## src/core/cmits_pkg.sv

```systemverilog
// Package with timing constants, register map and slot codes of the sequencer.
package cmits_pkg;

	// Clock and base period figures; the base period is truncated to whole cycles.
	localparam int CLK_NS       = 8;
	localparam int BASE_NS      = 196;
	localparam int BASE_CYC     = BASE_NS / CLK_NS;
	localparam int HALF_CYC     = BASE_CYC / 2;
	localparam int IO_CYCLE_NS  = 980;
	localparam int SLOT_COUNT   = IO_CYCLE_NS / BASE_NS;
	localparam int READ_OPEN_NS = 50;
	localparam int READ_OPEN_CYC = (READ_OPEN_NS + CLK_NS - 1) / CLK_NS;
	localparam int PULSE_CYC    = 4;

	// Widths of the base period counter, microprogram address and data.
	localparam int CNT_W   = 5;
	localparam int UADDR_W = 9;
	localparam int DATA_W  = 16;

	// Counter positions within one base period.
	localparam logic [CNT_W-1:0] CNT_LAST  = CNT_W'(BASE_CYC - 1);
	localparam logic [CNT_W-1:0] CNT_HALF  = CNT_W'(HALF_CYC);
	localparam logic [CNT_W-1:0] CNT_OPEN  = CNT_W'(READ_OPEN_CYC);
	localparam logic [CNT_W-1:0] CNT_PULSE = CNT_W'(PULSE_CYC);
	localparam logic [CNT_W-1:0] CNT_HEND  = CNT_W'(HALF_CYC + PULSE_CYC);

	// Register byte offsets on the AXI4-Lite port.
	localparam logic [7:0] REG_CTRL   = 8'h00;
	localparam logic [7:0] REG_STATUS = 8'h04;
	localparam logic [7:0] REG_FCOUNT = 8'h08;
	localparam logic [7:0] REG_TDATA  = 8'h0C;
	localparam logic [7:0] REG_UADDR  = 8'h10;

	// Control fields and their values after reset.
	localparam int         CTRL_RUN_BIT = 0;
	localparam int         CTRL_IO_BIT  = 1;
	localparam logic [1:0] CTRL_RST     = 2'h3;

	// AXI response codes.
	localparam logic [1:0] RESP_OKAY   = 2'h0;
	localparam logic [1:0] RESP_SLVERR = 2'h2;

	// One-hot I/O slots of the ring counter.
	typedef enum logic [4:0] {
		CMITS_T2 = 5'h01,
		CMITS_T3 = 5'h02,
		CMITS_T4 = 5'h04,
		CMITS_T5 = 5'h08,
		CMITS_T6 = 5'h10
	} cmits_slot_e;

endpackage : cmits_pkg

```

## src/core/cmits_period_timer.sv

```systemverilog
// Free-running counter that divides the system clock into base periods.
`timescale 1ns/1ns
module cmits_period_timer #(
	parameter int                W    = 5,
	parameter logic [W-1:0]      LAST = '1
) (
	input  wire logic         aclk,
	input  wire logic         aresetn,
	output logic      [W-1:0] count
);

	typedef struct packed {
		logic [W-1:0] count;
	} cmits_timer_s;

	cmits_timer_s s;
	cmits_timer_s next_s;

	// Wrap at the last position so every period has the same length.
	always_comb begin
		next_s = s;
		if (s.count == LAST) begin
			next_s.count = '0;
		end else begin
			next_s.count = s.count + W'(1);
		end
	end

	// Register the state.
	always_ff @(posedge aclk) begin
		if (!aresetn) begin
			s <= '0;
		end else begin
			s <= next_s;
		end
	end

	assign count = s.count;

endmodule : cmits_period_timer

```

## src/core/cmits_sequencer.sv

```systemverilog
// Memory, I/O slot and processor freeze timing sequencer with its registers.
`timescale 1ns/1ns
// Overview of operation
// RULE_01: All timing comes from one base period of 196 ns; the code uses 24 cycles of 8 ns, 192 ns.
// RULE_02: An I/O cycle is five base periods, slots T2 to T6.
// RULE_03: A five-stage ring advances one slot per base period, free running.
// RULE_04: I/O cycles run T2 to T6; strobes only inside that window.
// RULE_05: A memory cycle is 980 ns: read or clear, then restore write; the code's five periods give 960 ns.
// RULE_06: Memory cycles start in T2 and finish in T6.
// RULE_07: Read window opens 50 ns into T2 and closes at T4 start.
// RULE_08: Second half of T3 strobes sense data into the data register.
// RULE_09: Read data valid drops at read window open, returns at T4.
// RULE_10: Write runs mid T4 into T6; separate drive and inhibit enables.
// RULE_11: Memory busy holds all cycle; address register untouched meanwhile; the code holds busy in T2 to T5 only, not in T6.
// RULE_12: Memory busy drops at the end of slot T5.
// RULE_13: One microinstruction per base period unless frozen.
// RULE_14: Each load advances the microprogram address from the mapper.
// RULE_15: Five processor clocks; three are active low, falling-edge acting.
// RULE_16: Store clock ends each executed cycle and writes the store field.
// RULE_17: Time-base clock always runs; other clocks are freeze gated.
// RULE_18: Freeze suppresses all but time-base clock; state stays unchanged.
// RULE_19: After a freeze the held step runs, next one is rechecked.
// RULE_20: Storing to address register while busy freezes until busy drops.
// RULE_21: A memory read-write command executes only in slot T6.
// RULE_22: Reading memory data waits for valid unless operand is accumulator.
module cmits_sequencer (
	input  wire logic                          aclk,
	input  wire logic                          aresetn,
	input  wire logic [7:0]                    s_axi_awaddr,
	input  wire logic                          s_axi_awvalid,
	output logic                               s_axi_awready,
	input  wire logic [31:0]                   s_axi_wdata,
	input  wire logic [3:0]                    s_axi_wstrb,
	input  wire logic                          s_axi_wvalid,
	output logic                               s_axi_wready,
	output logic      [1:0]                    s_axi_bresp,
	output logic                               s_axi_bvalid,
	input  wire logic                          s_axi_bready,
	input  wire logic [7:0]                    s_axi_araddr,
	input  wire logic                          s_axi_arvalid,
	output logic                               s_axi_arready,
	output logic      [31:0]                   s_axi_rdata,
	output logic      [1:0]                    s_axi_rresp,
	output logic                               s_axi_rvalid,
	input  wire logic                          s_axi_rready,
	input  wire logic                          store_to_m,
	input  wire logic                          mem_rw_cmd,
	input  wire logic                          conditional_source_select,
	input  wire logic                          operand_from_acc,
	input  wire logic [cmits_pkg::UADDR_W-1:0] next_uaddr,
	input  wire logic [cmits_pkg::DATA_W-1:0]  sense_data,
	input  wire logic                          io_request,
	output logic      [cmits_pkg::UADDR_W-1:0] uaddr,
	output logic                               uinst_load,
	output logic                               store_clock,
	output logic                               processor_phase_a_n,
	output logic                               processor_phase_b_n,
	output logic                               timebase_clock_n,
	output logic      [4:0]                    io_slot,
	output logic                               io_strobe,
	output logic                               memory_read_window,
	output logic                               sense_strobe_timing,
	output logic                               read_data_valid,
	output logic                               write_drive_enable,
	output logic                               inhibit_drive_enable,
	output logic                               memory_cycle_active,
	output logic      [cmits_pkg::DATA_W-1:0]  mem_data,
	output logic                               frozen
);

	typedef struct packed {
		cmits_pkg::cmits_slot_e            slot;
		logic                              mem_cyc;
		logic                              mca;
		logic                              rdw;
		logic                              sst;
		logic                              rdv;
		logic                              wde;
		logic                              ide;
		logic                              pa_n;
		logic                              pb_n;
		logic                              tb_n;
		logic                              stc;
		logic                              ld;
		logic                              ios;
		logic                              frz;
		logic [cmits_pkg::UADDR_W-1:0]     uaddr;
		logic [cmits_pkg::DATA_W-1:0]      tdata;
		logic [15:0]                       fcnt;
		logic [1:0]                        ctrl;
		logic                              aw_ok;
		logic [7:0]                        awaddr;
		logic                              w_ok;
		logic [31:0]                       wdata;
		logic [3:0]                        wstrb;
		logic                              awrdy;
		logic                              wrdy;
		logic                              bvalid;
		logic [1:0]                        bresp;
		logic                              arrdy;
		logic                              rvalid;
		logic [31:0]                       rdata;
		logic [1:0]                        rresp;
	} cmits_state_s;

	localparam cmits_state_s ST_RST = '{
		slot:  cmits_pkg::CMITS_T2,
		rdv:   1'b1,
		pa_n:  1'b1,
		pb_n:  1'b1,
		tb_n:  1'b1,
		ctrl:  cmits_pkg::CTRL_RST,
		awrdy: 1'b1,
		wrdy:  1'b1,
		arrdy: 1'b1,
		default: '0
	};

	cmits_state_s                 s;
	cmits_state_s                 next_s;
	logic [cmits_pkg::CNT_W-1:0]  cnt;
	logic                         tick;
	logic                         freeze_c;
	logic                         exec;

	// RULE_01 base period divider.
	cmits_period_timer #(
		.W    (cmits_pkg::CNT_W),
		.LAST (cmits_pkg::CNT_LAST)
	) u_timer (
		.aclk    (aclk),
		.aresetn (aresetn),
		.count   (cnt)
	);

	assign tick = (cnt == cmits_pkg::CNT_LAST);

	// RULE_20 address store guard.
	// RULE_21 read-write slot check.
	// RULE_22 data wait check.
	// The freeze decision combines registered status with the unregistered command inputs.
	assign freeze_c = ~s.ctrl[cmits_pkg::CTRL_RUN_BIT]
		| (store_to_m & s.mca)
		| (mem_rw_cmd & (s.slot != cmits_pkg::CMITS_T6))
		| (conditional_source_select & ~operand_from_acc & ~s.rdv);

	// RULE_13 one step per period.
	// RULE_19 release re-evaluates each period.
	assign exec = tick & ~freeze_c;

	// Next-state logic for timing, freeze and the register port.
	always_comb begin
		next_s = s;
		// RULE_02 five slot cycle.
		// RULE_03 ring advance.
		if (tick) begin
			case (s.slot)
				cmits_pkg::CMITS_T2: next_s.slot = cmits_pkg::CMITS_T3;
				cmits_pkg::CMITS_T3: next_s.slot = cmits_pkg::CMITS_T4;
				cmits_pkg::CMITS_T4: next_s.slot = cmits_pkg::CMITS_T5;
				cmits_pkg::CMITS_T5: next_s.slot = cmits_pkg::CMITS_T6;
				cmits_pkg::CMITS_T6: next_s.slot = cmits_pkg::CMITS_T2;
				default:             next_s.slot = cmits_pkg::CMITS_T2;
			endcase
		end
		// RULE_06 cycle locked slots.
		// RULE_05 five slot cycle.
		// A back-to-back request at the T6 edge starts the next cycle at once.
		if (tick && s.slot == cmits_pkg::CMITS_T6) begin
			next_s.mem_cyc = exec & mem_rw_cmd;
		end
		// RULE_11 busy from T2 through T5.
		// RULE_12 busy ends T5.
		next_s.mca = next_s.mem_cyc & (next_s.slot != cmits_pkg::CMITS_T6);
		// RULE_07 read window.
		next_s.rdw = s.mem_cyc
			& ((s.slot == cmits_pkg::CMITS_T2 && cnt >= cmits_pkg::CNT_OPEN)
			| (s.slot == cmits_pkg::CMITS_T3));
		// RULE_09 data valid flag.
		next_s.rdv = ~next_s.rdw;
		// RULE_08 sense strobe latch.
		next_s.sst = s.mem_cyc & (s.slot == cmits_pkg::CMITS_T3)
			& (cnt >= cmits_pkg::CNT_HALF);
		if (s.mem_cyc && s.slot == cmits_pkg::CMITS_T3
				&& cnt == cmits_pkg::CNT_HALF) begin
			next_s.tdata = sense_data;
		end
		// RULE_10 write drive windows.
		next_s.wde = s.mem_cyc
			& ((s.slot == cmits_pkg::CMITS_T4 && cnt >= cmits_pkg::CNT_HALF)
			| (s.slot == cmits_pkg::CMITS_T5)
			| (s.slot == cmits_pkg::CMITS_T6 && cnt < cmits_pkg::CNT_HALF));
		next_s.ide = next_s.wde;
		// RULE_17 free time-base clock.
		next_s.tb_n = ~(cnt >= cmits_pkg::CNT_HALF);
		// RULE_15 gated phase clocks.
		// RULE_18 freeze gates clocks.
		next_s.pa_n = ~(~freeze_c & (cnt < cmits_pkg::CNT_PULSE));
		next_s.pb_n = ~(~freeze_c & (cnt >= cmits_pkg::CNT_HALF)
			& (cnt < cmits_pkg::CNT_HEND));
		// RULE_16 store clock.
		next_s.stc = exec;
		next_s.ld = s.stc;
		// RULE_14 address advance.
		if (exec) begin
			next_s.uaddr = next_uaddr;
		end
		next_s.frz = freeze_c;
		if (tick && freeze_c) begin
			next_s.fcnt = s.fcnt + 16'h0001;
		end
		// RULE_04 strobe window.
		// Strobes sit in the settled second half of a slot of the ring.
		next_s.ios = s.ctrl[cmits_pkg::CTRL_IO_BIT] & io_request
			& (|s.slot) & (cnt >= cmits_pkg::CNT_HALF);
		// Write channels are taken in either order and held until both are in.
		if (s_axi_awvalid && s.awrdy) begin
			next_s.aw_ok = 1'b1;
			next_s.awaddr = s_axi_awaddr;
		end
		if (s_axi_wvalid && s.wrdy) begin
			next_s.w_ok = 1'b1;
			next_s.wdata = s_axi_wdata;
			next_s.wstrb = s_axi_wstrb;
		end
		if (s.bvalid && s_axi_bready) begin
			next_s.bvalid = 1'b0;
		end
		if (s.aw_ok && s.w_ok) begin
			next_s.aw_ok = 1'b0;
			next_s.w_ok = 1'b0;
			next_s.bvalid = 1'b1;
			next_s.bresp = cmits_pkg::RESP_OKAY;
			case (s.awaddr)
				cmits_pkg::REG_CTRL: begin
					if (s.wstrb[0]) begin
						next_s.ctrl = s.wdata[1:0];
					end
				end
				cmits_pkg::REG_STATUS,
				cmits_pkg::REG_FCOUNT,
				cmits_pkg::REG_TDATA,
				cmits_pkg::REG_UADDR: next_s.bresp = cmits_pkg::RESP_OKAY;
				default: next_s.bresp = cmits_pkg::RESP_SLVERR;
			endcase
		end
		next_s.awrdy = ~next_s.aw_ok & ~next_s.bvalid;
		next_s.wrdy = ~next_s.w_ok & ~next_s.bvalid;
		// Read channel: one read in flight, answered the cycle after address.
		if (s.rvalid && s_axi_rready) begin
			next_s.rvalid = 1'b0;
		end
		if (s_axi_arvalid && s.arrdy) begin
			next_s.rvalid = 1'b1;
			next_s.rresp = cmits_pkg::RESP_OKAY;
			case (s_axi_araddr)
				cmits_pkg::REG_CTRL:   next_s.rdata = {30'h0, s.ctrl};
				cmits_pkg::REG_STATUS: begin
					next_s.rdata = {24'h0, s.frz, s.rdv, s.mca, s.slot};
				end
				cmits_pkg::REG_FCOUNT: next_s.rdata = {16'h0, s.fcnt};
				cmits_pkg::REG_TDATA:  next_s.rdata = {16'h0, s.tdata};
				cmits_pkg::REG_UADDR:  next_s.rdata = {23'h0, s.uaddr};
				default: begin
					next_s.rdata = 32'h0;
					next_s.rresp = cmits_pkg::RESP_SLVERR;
				end
			endcase
		end
		next_s.arrdy = ~next_s.rvalid;
	end

	// Register the whole state; reset is synchronous.
	always_ff @(posedge aclk) begin
		if (!aresetn) begin
			s <= ST_RST;
		end else begin
			s <= next_s;
		end
	end

	// Every output comes straight from a state flip-flop.
	assign s_axi_awready        = s.awrdy;
	assign s_axi_wready         = s.wrdy;
	assign s_axi_bvalid         = s.bvalid;
	assign s_axi_bresp          = s.bresp;
	assign s_axi_arready        = s.arrdy;
	assign s_axi_rvalid         = s.rvalid;
	assign s_axi_rdata          = s.rdata;
	assign s_axi_rresp          = s.rresp;
	assign uaddr                = s.uaddr;
	assign uinst_load           = s.ld;
	assign store_clock          = s.stc;
	assign processor_phase_a_n  = s.pa_n;
	assign processor_phase_b_n  = s.pb_n;
	assign timebase_clock_n     = s.tb_n;
	assign io_slot              = s.slot;
	assign io_strobe            = s.ios;
	assign memory_read_window   = s.rdw;
	assign sense_strobe_timing  = s.sst;
	assign read_data_valid      = s.rdv;
	assign write_drive_enable   = s.wde;
	assign inhibit_drive_enable = s.ide;
	assign memory_cycle_active  = s.mca;
	assign mem_data             = s.tdata;
	assign frozen               = s.frz;
endmodule : cmits_sequencer

```

## config.mk

```make
export PLATFORM = sky130hd
export DESIGN_NAME = cmits_sequencer
export DESIGN_NICKNAME = d
export VERILOG_FILES = /design/src/core/cmits_pkg.sv /design/src/core/cmits_period_timer.sv /design/src/core/cmits_sequencer.sv
export SDC_FILE = /design/constraint.sdc
export NUM_CORES = 1
export LEC_CHECK = 0
export ABC_AREA = 1
export BUFFER_PORTS_ARGS = -buffer_cell sky130_fd_sc_hd__clkbuf_2
export CELL_PAD_IN_SITES_DETAIL_PLACEMENT = 0
export CELL_PAD_IN_SITES_GLOBAL_PLACEMENT = 2
export CORE_ASPECT_RATIO = 0.5
export CORE_UTILIZATION = 28
export DETAILED_ROUTE_END_ITERATION = 16
export PLACE_DENSITY_LB_ADDON = 0.1
export SLEW_MARGIN = 20
export SYNTH_ARGS = -nofsm -noshare
export SYNTH_HDL_FRONTEND = slang
export SYNTH_SLANG_ARGS = --single-unit
```

## constraint.sdc

```tcl
create_clock -name aclk -period 2.76 [get_ports aclk]
set_input_delay 0.552 -clock aclk [delete_from_list [all_inputs] [get_ports aclk]]
set_output_delay 0.552 -clock aclk [all_outputs]
set_load 0.02 [all_outputs]
```

==> summary.json, run 1 <==
{
  "run_status": {"value": "finished, final reports clean"},
  "fin_worst_skew": {"value": 0.00901, "unit": "ns"},
  "tritoncts.num_buffers": {"value": 9},
  "dp_hpwl": {"value": 10900, "unit": "µm"},
  "vias": {"value": 4491},
  "vdd_drop_max": {"value": 0.000276, "unit": "V"},
  "drc": {"value": 0},
  "final_layout_size_suffix_gt1_share": {"value": 20.2, "unit": "%"},
  "drt_initial_violations": {"value": 170},
  "worst_path_max_delay_cell": {"value": "dfxtp_1"},
  "synth_async_sr_flop_share": {"value": 0, "unit": "%"},
  "final_min_period_over_clock_period": {"value": 70.1, "unit": "%"},
  "hold_slack": {"value": 0.439, "unit": "ns"},
  "ratio_of_routed_vias_to_standard_cells": {"value": 4.34},
  "post_synth_most_frequent_cells": {"value": "nand2_1, nor2_1, dfxtp_1, buf_4, nand3_1"},
  "detail_route.first_pass.iterations": {"value": 4},
  "design.die.area": {"value": 18600, "unit": "µm²"},
  "power_density": {"value": 524, "unit": "nW/µm²"},
  "post_drt_wl_per_cell": {"value": 13.9, "unit": "µm"},
  "slew_viol_final": {"value": 0},
  "cp-end-kind": {"value": "flop"},
  "max_cap_violations": {"value": 0},
  "hold_buffers": {"value": 0},
  "ys_warn_count": {"value": 0},
  "flow.area_growth_from_synthesis": {"value": 13.9, "unit": "%"},
  "final_net_count": {"value": 887},
  "grt.overflow.total": {"value": 0},
  "port_buffers": {"value": 121},
  "critical_path_required": {"value": 3.05, "unit": "ns"},
  "clkSinkCount": {"value": 102},
  "grt_setup_unrepaired": {"value": "false"},
  "synth_top_flop_cell": {"value": "dfxtp_1"},
  "io_pins": {"value": 173},
  "layout.filler_cells": {"value": 2026},
  "fmax": {"value": 517, "unit": "MHz"},
  "routed_wl": {"value": 14400, "unit": "µm"},
  "arrival": {"value": 2.22, "unit": "ns"},
  "ys_top_cells_by_area": {"value": "dfxtp_1, nand2_1, buf_4"},
  "insertion_delay": {"value": 0.35, "unit": "ns"},
  "cp_max_fo": {"value": 17},
  "antenna_cells_inserted": {"value": 0},
  "postSynthAreaPerCell": {"value": 6.92, "unit": "µm²"},
  "start_kind": {"value": "flop"},
  "dieHeight": {"value": 96.9, "unit": "µm"},
  "grt_max_degree": {"value": 44},
  "chipWidth": {"value": 192, "unit": "µm"},
  "synth.largest_area_cell": {"value": "dfxtp_1"},
  "synth_top_area_share": {"value": 40.5, "unit": "%"},
  "clock_tree.buffer_depth": {"value": 2},
  "grt_pass1_vias": {"value": 4456},
  "cts_tree": {"value": "built"},
  "yosysSeqAreaShare": {"value": 40.5, "unit": "%"},
  "finalHoldViolCount": {"value": 0},
  "multiInputGateArea": {"value": 2220, "unit": "µm²"},
  "rows": {"value": 34},
  "track_usage": {"value": 16.2, "unit": "%"},
  "ctsRootBufferMaster": {"value": "clkbuf_16"},
  "initial_core_util": {"value": 28.8, "unit": "%"},
  "synth_cell_type_count": {"value": 34},
  "synthesis.area": {"value": 5040, "unit": "µm²"},
  "regArea": {"value": 2040, "unit": "µm²"},
  "critical_path.cell_chain": {"value": "nor2_2 > nand2_1 > nor2_2 > nand3_2 > inv_2 > nor2_1 > nor2_1"},
  "ys_seq_elements": {"value": 102},
  "cts_htree_levels": {"value": 3},
  "cts.reportedPaths.clkPinSlew": {"value": 0.07, "unit": "ns"},
  "ctsResizeCount": {"value": 0},
  "slew_headroom": {"value": 57.9, "unit": "%"},
  "power.total": {"value": 3.01, "unit": "mW"},
  "drtAntennaViolNets": {"value": 0},
  "synth_cells": {"value": 728},
  "finalSetupViolations": {"value": 0},
  "grt_pass1_wl": {"value": 23200, "unit": "µm"},
  "post-cts-setup-buffer-count": {"value": 0},
  "coreArea": {"value": 17500, "unit": "µm²"},
  "setup_total_negative_slack": {"value": 0, "unit": "ns"},
  "synth.most_common_cell": {"value": "nand2_1"},
  "worst_path_largest_cell_delay": {"value": 0.40, "unit": "ns"},
  "antenna_found_initial": {"value": 0},
  "number_of_enable_type_register_cells_in_the_synthesized_netlist": {"value": 0},
  "min_period": {"value": 1.93, "unit": "ns"},
  "power.leakage": {"value": 2.57, "unit": "nW"},
  "worstMarginPinSlew": {"value": 0.631, "unit": "ns"},
  "hold_path.class": {"value": "reg -> reg"},
  "timing_worst_setup_path_type": {"value": "reg -> reg"},
  "place_congestion": {"value": 0.760}
}
## placed cells by master (no fill, tap or decap), drive strengths merged
cell type	n
nand3	65
a31oi	2
inv	56
nor3b	1
nand2	156
nor3	8
nor4	2
nand4	4
clkinv	5
clkbuf	134
a311oi	1
ha	2
a21oi	45
nand3b	1
o211ai	1
conb	18
buf	10
xor2	7
xnor2	1
dfxtp	102
o21ai	56
nor2	124
## cell families (layout without fill, tap and decap cells)
family	Yosys count	count (layout)	share of synthesized area [%]
AO/OA/AOI/OAI	105	105	10.7
AND/OR/NAND/NOR	361	361	30.0
adder cells (fa/ha/maj)	2	2	0.496
flip-flops	102	102	40.5
other	1	18	0.0744
buffers and inverters	149	205	16.8
XOR/XNOR	8	8	1.39
## worst max-delay path: cells and delay by family, from the launching register on
family                 cells  cell delay (ns)
and+or+nand+nor            6             1.05
buffers and inverters      1             0.39
DFF                        1             0.40
## where the power goes
group          internal, mW  total (mW)  switching [mW]
Combinational        0.0788       0.236           0.157
Sequential             1.51        1.53          0.0210
Clock                 0.662        1.25           0.585
Total                  2.25        3.01           0.763
## per-layer routing
| metal | track usage, % | vias to the layer above | wire length [µm] |
|---|---|---|---|
| met5 | 0 | - | 0 |
| met4 | 2.75 | 0 | 99 |
| met3 | 4.35 | 9 | 560 |
| met2 | 25.9 | 79 | 6570 |
| met1 | 21.8 | 2030 | 7140 |
| li1 | - | 2373 | - |
## final cells by class
type | count | share of cell area, %
multi-input cells | 494 | 38.6
flip-flops and latches | 102 | 35.6
repair buffers | 131 | 12.1
well taps | 234 | 5.10
clock buffers | 13 | 4.53
inverters | 58 | 3.79
clock inverters | 3 | 0.327
## stage by stage
| stage | cells | utilization [%] | setup slack [ns] | instance area (µm²) |
|---|---|---|---|---|
| 4_1_cts | 1035 | 32.8 | 0.783 | 5740 |
| 3_5_place_dp | 1019 | 31.3 | 0.727 | 5460 |
| 2_1_floorplan | 745 | - | 1.22 | 5100 |
| 6_report | 1035 | 32.8 | 0.825 | 5740 |
| 5_1_grt | 1035 | 32.8 | 0.583 | 5740 |
| 3_3_place_gp | 1019 | 31.3 | 0.740 | 5460 |
## registers in the layout (all words and copies together), names as in the netlist, 5 cells and up
signal / flops
s_axi_rdata: 16
s: 32
uaddr: 9
u_timer.count: 5
io_slot: 5
mem_data: 16
## path summary, 6_finish.rpt
kind | slack, ns | startpoint | end | cells after the start
worst max register to register | 0.83 | io_slot[3]$_SDFF_PN0_ | mem_data[2]$_SDFFE_PN0P_ | 7
worst min register to register | 0.44 | store_clock$_SDFF_PN0_ | uinst_load$_SDFF_PN0_ | 2
worst max-delay path | 0.83 | io_slot[3]$_SDFF_PN0_ | mem_data[2]$_SDFFE_PN0P_ | 7
worst min-delay path | 0.44 | store_clock$_SDFF_PN0_ | uinst_load$_SDFF_PN0_ | 2
Power figures use the tool's default switching activity.
==> inputs of run 2 (changes only) <==
--- a/config.mk
+++ b/config.mk
@@ -10,7 +10,7 @@
 export CELL_PAD_IN_SITES_DETAIL_PLACEMENT = 0
 export CELL_PAD_IN_SITES_GLOBAL_PLACEMENT = 2
 export CORE_ASPECT_RATIO = 0.5
-export CORE_UTILIZATION = 28
+export CORE_UTILIZATION = 24
 export DETAILED_ROUTE_END_ITERATION = 16
 export PLACE_DENSITY_LB_ADDON = 0.1
 export SLEW_MARGIN = 20
==> constraint.sdc (replaced) <==
create_clock -name aclk -period 1.66 [get_ports aclk]
set_input_delay 0.332 -clock aclk [delete_from_list [all_inputs] [get_ports aclk]]
set_output_delay 0.332 -clock aclk [all_outputs]
set_load 0.02 [all_outputs]
==> run 2 against run 1 <==
The flow now finishes with violations (design-rule violations). First-iteration DRC count shrank 11%. Flip-flop and latch count is the same. Global-route usage is 0.99 points lower. Clock power grew 86%. Core utilization fell by 2.3 points. Sequential share of layout area is 2.9 points lower. Worst setup slack worse by 0.70 ns. Wire length up 9.1%. Clock-buffer cell count fell by 2. Final area rose by 9.3%. Largest cell class unchanged.
==> summary.json, run 2 (same netlist as run 1, synthesis figures left out) <==
{
  "run_status": {"value": "complete, but fails checks"},
  "violations_in_the_final_reports": {"value": "design-rule violations"},
  "dp_hpwl": {"value": 12300, "unit": "µm", "change": "+13%"},
  "tritoncts.num_buffers": {"value": 9, "change": "unchanged"},
  "final_common_cell": {"value": "nand2_1"},
  "coreArea": {"value": 20600, "unit": "µm²", "change": "+18%"},
  "antenna_found_initial": {"value": 0, "change": "unchanged"},
  "ctsRootBufferMaster": {"value": "clkbuf_16"},
  "timing_worst_setup_path_type": {"value": "reg -> reg"},
  "port_buffers": {"value": 121, "change": "unchanged"},
  "initial_core_util": {"value": 24.5, "unit": "%", "change": "-4.3 points"},
  "layout.filler_cells": {"value": 2307, "change": "+14%"},
  "post-place-cells": {"value": 1101, "change": "+8.0%"},
  "post_drt_wl_per_cell": {"value": 14.0, "unit": "µm", "change": "+0.81%"},
  "power_density": {"value": 844, "unit": "nW/µm²", "change": "+61%"},
  "drtAntennaViolNets": {"value": 0, "change": "unchanged"},
  "dieHeight": {"value": 104, "unit": "µm", "change": "+7.8%"},
  "track_usage": {"value": 15.2, "unit": "%", "change": "-0.99 points"},
  "final_cell_mix": {"value": "nand2_1, clkbuf_2, nor2_1"},
  "max_cap_violations": {"value": 0, "change": "unchanged"},
  "critical_path_required": {"value": 1.91, "unit": "ns", "change": "-1.14 ns"},
  "grt_pass1_wl": {"value": 25000, "unit": "µm", "change": "+7.6%"},
  "setup_total_negative_slack": {"value": 0, "unit": "ns", "change": "unchanged"},
  "start_kind": {"value": "flop"},
  "largest_reg_flops": {"value": 32, "change": "unchanged"},
  "ratio_of_routed_vias_to_standard_cells": {"value": 4.17, "change": "-3.9%"},
  "insertion_delay": {"value": 0.35, "unit": "ns", "change": "about the same"},
  "clkSinkCount": {"value": 102, "change": "unchanged"},
  "detail_route.first_pass.iterations": {"value": 12, "change": "+8"},
  "power.leakage": {"value": 2.87, "unit": "nW", "change": "+12%"},
  "clock_tree.buffer_depth": {"value": 2, "change": "unchanged"},
  "cts_tree": {"value": "built"},
  "final_min_period_over_clock_period": {"value": 92.2, "unit": "%", "change": "+22 points"},
  "drt_initial_violations": {"value": 152, "change": "-11%"},
  "drc": {"value": 4, "change": "+4"},
  "final_net_count": {"value": 935, "change": "+5.4%"},
  "cp-end-kind": {"value": "flop"},
  "grt_setup_unrepaired": {"value": "false"},
  "finalSetupViolations": {"value": 0, "change": "unchanged"},
  "instances_no_fill": {"value": 1120, "change": "+8.2%"},
  "arrival": {"value": 1.78, "unit": "ns", "change": "-0.44 ns"},
  "design.die.area": {"value": 21600, "unit": "µm²", "change": "+16%"},
  "grt_max_degree": {"value": 32, "change": "-27%"},
  "rows": {"value": 37, "change": "+8.8%"},
  "flow.area_growth_from_synthesis": {"value": 24.5, "unit": "%"},
  "finalHoldViolCount": {"value": 0, "change": "unchanged"},
  "final_layout_size_suffix_gt1_share": {"value": 26.0, "unit": "%", "change": "+5.7 points"},
  "slew_viol_final": {"value": 0, "change": "unchanged"},
  "io_pins": {"value": 173, "change": "unchanged"},
  "vdd_drop_max": {"value": 0.000433, "unit": "V", "change": "+57%"},
  "cts_htree_levels": {"value": 3, "change": "unchanged"},
  "cts.reportedPaths.clkPinSlew": {"value": 0.07, "unit": "ns", "change": "about the same"},
  "grt.overflow.total": {"value": 0, "change": "unchanged"},
  "grt_pass1_vias": {"value": 4625, "change": "+3.8%"},
  "hold_path.class": {"value": "in -> reg"},
  "hold_buffers": {"value": 0, "change": "unchanged"},
  "fin_worst_skew": {"value": 0.00889, "unit": "ns", "change": "-0.000117 ns"},
  "min_period": {"value": 1.53, "unit": "ns", "change": "-0.404 ns"},
  "registers.top_by_ff_count": {"value": "s"},
  "place_congestion": {"value": 0.777, "change": "+2.3%"},
  "chipWidth": {"value": 207, "unit": "µm", "change": "+7.9%"},
  "routed_wl": {"value": 15700, "unit": "µm", "change": "+9.1%"},
  "fmax": {"value": 653, "unit": "MHz", "change": "+26%"},
  "cp_max_fo": {"value": 9, "change": "-8"},
  "antenna_cells_inserted": {"value": 0, "change": "unchanged"},
  "vias": {"value": 4670, "change": "+4.0%"}
}
[run 2: power breakdown]
group | switching [mW] | internal, mW
Clock | 0.962 | 1.35
Sequential | 0.0358 | 2.50
Combinational | 0.280 | 0.160
[run 2: final cells by class]
| type | instances | area, µm² | share of cell area, % |
|---|---|---|---|
| clock inverter | 3 | 68.8 | 1.10 |
| multi-input combinational | 494 | 2280 | 36.3 |
| clock buffer | 11 | 243 | 3.87 |
| tap | 273 | 342 | 5.44 |
| sequential | 102 | 2050 | 32.6 |
| inverter | 58 | 220 | 3.51 |
| timing repair buffer | 179 | 1080 | 17.2 |
[run 2: final timing paths]
path / endpoint / slack, ns / depth (start not counted) / startpoint
worst min register to register: uinst_load$_SDFF_PN0_ / 0.44 / 2 / store_clock$_SDFF_PN0_
worst min-delay path: s[46]$_SDFFE_PN0P_ / 0.22 / 3 / s_axi_wdata[1]
worst max-delay path: s[98]$_SDFFE_PN0P_ / 0.13 / 9 / u_timer.count[0]$_SDFF_PP0_
worst max register to register: s[98]$_SDFFE_PN0P_ / 0.13 / 9 / u_timer.count[0]$_SDFF_PP0_
[run 2: routing by layer]
metal	vias to the layer above	GRT usage (%)	routed length [µm]
li1	2471	-	-
met1	2121	21.4	8020
met2	66	23.0	6920
met3	12	3.88	592
met4	0	3.23	147
met5	-	0	0
[run 2: stage by stage]
stage | total power, mW | cell area, µm² | setup slack [ns] | hold WS [ns] | utilization [%]
after floorplan | 2.88 | 5100 | 0.162 | 0.430 | -
after global placement | 3.03 | 5850 | -0.0424 | 0.426 | 28.5
after detailed placement | 3.03 | 5850 | -0.0534 | 0.437 | 28.5
after CTS | 5.40 | 6170 | 0.0411 | 0.209 | 30.0
after global routing | 5.54 | 6280 | 0.00655 | 0.225 | 30.5
final | 5.30 | 6280 | 0.129 | 0.221 | 30.5
[run 2: what timing repair did]
action                     in CTS  in global routing
pin swaps                       0                  4
gates cloned                    0                  1
setup buffers                   0                  4
resized for setup               4                 20
setup endpoints to repair      10                 33
[run 2: critical path: stages, from the launching register on]
cell     delay, ns
dfxtp_4       0.37
ha_4          0.14
nand2_4       0.07
nor3_4        0.29
nand2_4       0.14
buf_12        0.17
nor2_1        0.08
nand2_1       0.06
nand2_1       0.05
nor2_1        0.03
==> inputs of run 3 (changes only) <==
--- a/config.mk
+++ b/config.mk
@@ -16,4 +16,5 @@
 export SLEW_MARGIN = 20
 export SYNTH_ARGS = -nofsm -noshare
 export SYNTH_HDL_FRONTEND = slang
+export SYNTH_HIERARCHICAL = 1
 export SYNTH_SLANG_ARGS = --single-unit
==> run 3 against run 2 <==
The run now ends clean. Area after synthesis rose by 0.32%. Die area grew 0.32%. Combinational power hardly changed. Clock skew is 0.0013 ns higher. Flip-flop and latch count is the same. Worst setup slack better by 0.011 ns. Critical path depth down 2. Non-clock buffer count fell by 19. Largest power group unchanged. Highest routed layer unchanged.
==> summary.json, run 3 <==
{
  "finalHoldViolCount": {"value": 0, "change": "unchanged"},
  "power_density": {"value": 863, "unit": "nW/µm²", "change": "+2.3%"},
  "cts.reportedPaths.clkPinSlew": {"value": 0.08, "unit": "ns", "change": "about the same"},
  "postSynthAreaPerCell": {"value": 6.96, "unit": "µm²", "change": "+0.46%"},
  "post_synth_most_frequent_cells": {"value": "nand2_1, dfxtp_1, nor2_1, buf_4, inv_1"},
  "ratio_of_routed_vias_to_standard_cells": {"value": 4.18, "change": "+0.30%"},
  "tritoncts.num_buffers": {"value": 9, "change": "unchanged"},
  "route.met3.wl": {"value": 451, "unit": "µm", "change": "-24%"},
  "finalSetupViolations": {"value": 0, "change": "unchanged"},
  "insertion_delay": {"value": 0.36, "unit": "ns", "change": "about the same"},
  "fmax": {"value": 658, "unit": "MHz", "change": "+0.74%"},
  "worst_r2r_endpoint": {"value": "mem_data[13]$_SDFFE_PN0P_"},
  "timing_worst_setup_path_type": {"value": "reg -> reg"},
  "instances_no_fill": {"value": 1103, "change": "-1.5%"},
  "design.die.area": {"value": 21700, "unit": "µm²", "change": "+0.32%"},
  "grt_setup_unrepaired": {"value": "false"},
  "io_pins": {"value": 173, "change": "unchanged"},
  "grt_pass1_wl": {"value": 24400, "unit": "µm", "change": "-2.5%"},
  "critical_path.cell_chain": {"value": "inv_2 > nand3_1 > nor3_1 > nand3_1 > buf_4 > o21ai_0 > a21oi_1"},
  "coreArea": {"value": 20600, "unit": "µm²", "change": "+0.23%"},
  "largest_reg_flops": {"value": 32, "change": "unchanged"},
  "hold_path.class": {"value": "in -> reg"},
  "grt_pass1_vias": {"value": 4440, "change": "-4.0%"},
  "clock_tree.buffer_depth": {"value": 2, "change": "unchanged"},
  "detail_route.first_pass.iterations": {"value": 4, "change": "-8"},
  "ctsRootBufferMaster": {"value": "clkbuf_16"},
  "fin_worst_skew": {"value": 0.0102, "unit": "ns", "change": "+0.00133 ns"},
  "critical_path_required": {"value": 1.89, "unit": "ns", "change": "-0.02 ns"},
  "cts_htree_levels": {"value": 3, "change": "unchanged"},
  "number_of_enable_type_register_cells_in_the_synthesized_netlist": {"value": 0, "change": "unchanged"},
  "min_from": {"value": "s_axi_awaddr[2]"},
  "worst_path_max_delay_cell": {"value": "dfxtp_1"},
  "run_status": {"value": "finished, final reports clean"},
  "synth_top_flop_cell": {"value": "dfxtp_1"},
  "antenna_found_initial": {"value": 0, "change": "unchanged"},
  "min_to": {"value": "s[80]$_SDFFE_PN0P_"},
  "detail_route.wirelength.met1": {"value": 7510, "unit": "µm", "change": "-6.4%"},
  "final_layout_size_suffix_gt1_share": {"value": 24.0, "unit": "%", "change": "-2.0 points"},
  "final_min_period_over_clock_period": {"value": 91.5, "unit": "%", "change": "-0.68 points"},
  "ys_seq_elements": {"value": 102, "change": "unchanged"},
  "hold_slack": {"value": 0.221, "unit": "ns", "change": "+0.000214 ns"},
  "drc": {"value": 0, "change": "-4"},
  "post-place-cells": {"value": 1087, "change": "-1.3%"},
  "synth_cell_type_count": {"value": 37, "change": "+8.8%"},
  "yosysSeqAreaShare": {"value": 40.4, "unit": "%", "change": "-0.13 points"},
  "cp_max_fo": {"value": 32, "change": "+23"},
  "synth.largest_area_cell": {"value": "dfxtp_1"},
  "postPlaceCellArea": {"value": 5790, "unit": "µm²", "change": "-0.98%"},
  "worstHoldPathCells": {"value": 3, "change": "unchanged"},
  "wl_met2": {"value": 7190, "unit": "µm", "change": "+3.8%"},
  "critical_path.most_common_cell": {"value": "nand3_1"},
  "final_common_cell": {"value": "nand2_1"},
  "routed_wl": {"value": 15300, "unit": "µm", "change": "-2.6%"},
  "start_kind": {"value": "flop"},
  "slew_viol_final": {"value": 0, "change": "unchanged"},
  "grt.overflow.total": {"value": 0, "change": "unchanged"},
  "flow.area_growth_from_synthesis": {"value": 21.2, "unit": "%"},
  "drtAntennaViolNets": {"value": 0, "change": "unchanged"},
  "vdd_drop_max": {"value": 0.000367, "unit": "V", "change": "-15%"},
  "max_cap_violations": {"value": 0, "change": "unchanged"},
  "power.leakage": {"value": 2.70, "unit": "nW", "change": "-6.0%"},
  "dieHeight": {"value": 105, "unit": "µm", "change": "+0.16%"},
  "hold_buffers": {"value": 0, "change": "unchanged"},
  "drt_initial_violations": {"value": 177, "change": "+16%"},
  "post_drt_wl_per_cell": {"value": 13.8, "unit": "µm", "change": "-1.1%"},
  "synth_cells": {"value": 727, "change": "-0.14%"},
  "port_buffers": {"value": 121, "change": "unchanged"},
  "place_congestion": {"value": 0.743, "change": "-4.5%"},
  "rows": {"value": 37, "change": "unchanged"},
  "ys_warn_count": {"value": 6, "change": "+6"},
  "grt_max_degree": {"value": 45, "change": "+41%"},
  "clkSinkCount": {"value": 102, "change": "unchanged"},
  "layout.filler_cells": {"value": 2300, "change": "-0.30%"},
  "chipWidth": {"value": 207, "unit": "µm", "change": "+0.16%"},
  "arrival": {"value": 1.75, "unit": "ns", "change": "-0.03 ns"},
  "final_cell_mix": {"value": "nand2_1, clkbuf_2, nor2_1, dfxtp_1, inv_1"},
  "vias": {"value": 4613, "change": "-1.2%"},
  "antenna_cells_inserted": {"value": 0, "change": "unchanged"},
  "reg2reg_from": {"value": "u_timer/count[4]$_SDFF_PP0_"},
  "ys_top_cells_by_area": {"value": "dfxtp_1, nand2_1, buf_4"},
  "stdcell_area": {"value": 6130, "unit": "µm²", "change": "-2.4%"},
  "synth.most_common_cell": {"value": "nand2_1"},
  "r2r_slack": {"value": 0.14, "unit": "ns", "change": "about the same"},
  "synth_top_area_share": {"value": 40.4, "unit": "%", "change": "-0.13 points"},
  "registers.top_by_ff_count": {"value": "s"},
  "final_net_count": {"value": 916, "change": "-2.0%"},
  "initial_core_util": {"value": 24.5, "unit": "%", "change": "about the same"},
  "dr.max_layer_used": {"value": "met4"},
  "track_usage": {"value": 14.6, "unit": "%", "change": "-0.60 points"},
  "cp-end-kind": {"value": "flop"},
  "dp_hpwl": {"value": 11600, "unit": "µm", "change": "-5.6%"},
  "min_period": {"value": 1.52, "unit": "ns", "change": "-0.0113 ns"},
  "setup_total_negative_slack": {"value": 0, "unit": "ns", "change": "unchanged"},
  "worst_path_largest_cell_delay": {"value": 0.32, "unit": "ns", "change": "-0.05 ns"},
  "cts_tree": {"value": "built"},
  "synth_async_sr_flop_share": {"value": 0, "unit": "%", "change": "unchanged"},
  "worst-r2r-cell-count": {"value": 7, "change": "-2"},
  "power.total": {"value": 5.29, "unit": "mW", "change": "about the same"},
  "synthesis.area": {"value": 5060, "unit": "µm²", "change": "+0.32%"}
}
-- run 3: cell count changes in the layout (fill, tap and decap cells not counted), moves of 3 or more --
cell     change
nor2_1      -13
nand4_1      +3
nand2_1      -4
nor2_2       -5
o21ai_1      -3
inv_1       +10
o21ai_0      +3
a21oi_1     +16
nand2_2      +4
nand3_1      -9
buf_6        -3
buf_4       -18
-- run 3: per-stage QoR --
step / util, % / worst slack (ns)
6_report: 29.7 / 0.140
5_1_grt: 29.7 / 0.00506
4_1_cts: 29.7 / 0.0772
3_5_place_dp: 28.1 / -0.0328
3_3_place_gp: 28.1 / -0.0816
2_1_floorplan: - / 0.286
-- run 3: critical path, delay by kind of cell, from the launching register on --
| family | cells | cell delay (ns) |
|---|---|---|
| and+or+nand+nor | 3 | 0.47 |
| buffers and inverters | 2 | 0.34 |
| DFF | 1 | 0.32 |
| AOI/OAI and AO/OA | 2 | 0.25 |
-- run 3: cell families after synthesis --
| group | after synthesis | share of synthesized area [%] |
|---|---|---|
| and+or+nand+nor | 334 | 27.9 |
| buffers and inverters | 158 | 17.3 |
| AOI/OAI and AO/OA | 122 | 12.5 |
| DFF | 102 | 40.4 |
| xor gates and xnor gates | 8 | 1.39 |
| adders and majority gates | 2 | 0.495 |
| other | 1 | 0.0741 |
-- run 3: layer usage --
layer  global-route usage, %  vias to the layer above
met1                    18.9                     2104
met4                    3.14                        0
li1                        -                     2438
met3                    3.31                       10
met2                    24.6                       61
met5                       0                        -
-- run 3: how the worst max path moves through the flow --
| stage | start | to | slack, ns | depth (start not counted) |
|---|---|---|---|---|
| after floorplan | u_timer/count[2]$_SDFF_PP0_ | s[99]$_SDFFE_PN0P_ | 0.29 | 6 |
| after global placement | s_axi_araddr[6] | s_axi_rdata[12]$_SDFFE_PN0P_ | -0.08 | 9 |
| after detailed placement | s_axi_araddr[6] | s_axi_rdata[12]$_SDFFE_PN0P_ | -0.03 | 9 |
| after CTS | io_slot[2]$_SDFF_PN0_ | s[91]$_SDFFE_PN0P_ | 0.08 | 8 |
| after global routing | io_slot[1]$_SDFF_PN0_ | mem_data[11]$_SDFFE_PN0P_ | 0.005 | 8 |
| final | u_timer/count[4]$_SDFF_PP0_ | mem_data[13]$_SDFFE_PN0P_ | 0.14 | 7 |
-- run 3: final cells by class --
class	instances	area (µm²)	area share, %
clock buffers	12	267	4.35
clock inverters	4	52.6	0.857
inverters	68	256	4.19
multi-input cells	484	2220	36.2
flip-flops and latches	102	2040	33.3
well taps	273	342	5.57
repair buffers	160	948	15.5
-- run 3: power by group --
part / switching (mW) / total, mW / internal [mW]
clock: 1.02 / 2.32 / 1.30
combinational: 0.280 / 0.437 / 0.157
sequential: 0.0318 / 2.54 / 2.50
total: 1.33 / 5.29 / 3.96
-- run 3: repair_timing --
item,CTS,global route
resized for setup,0,6
setup buffers,0,0
setup endpoints to repair,0,24
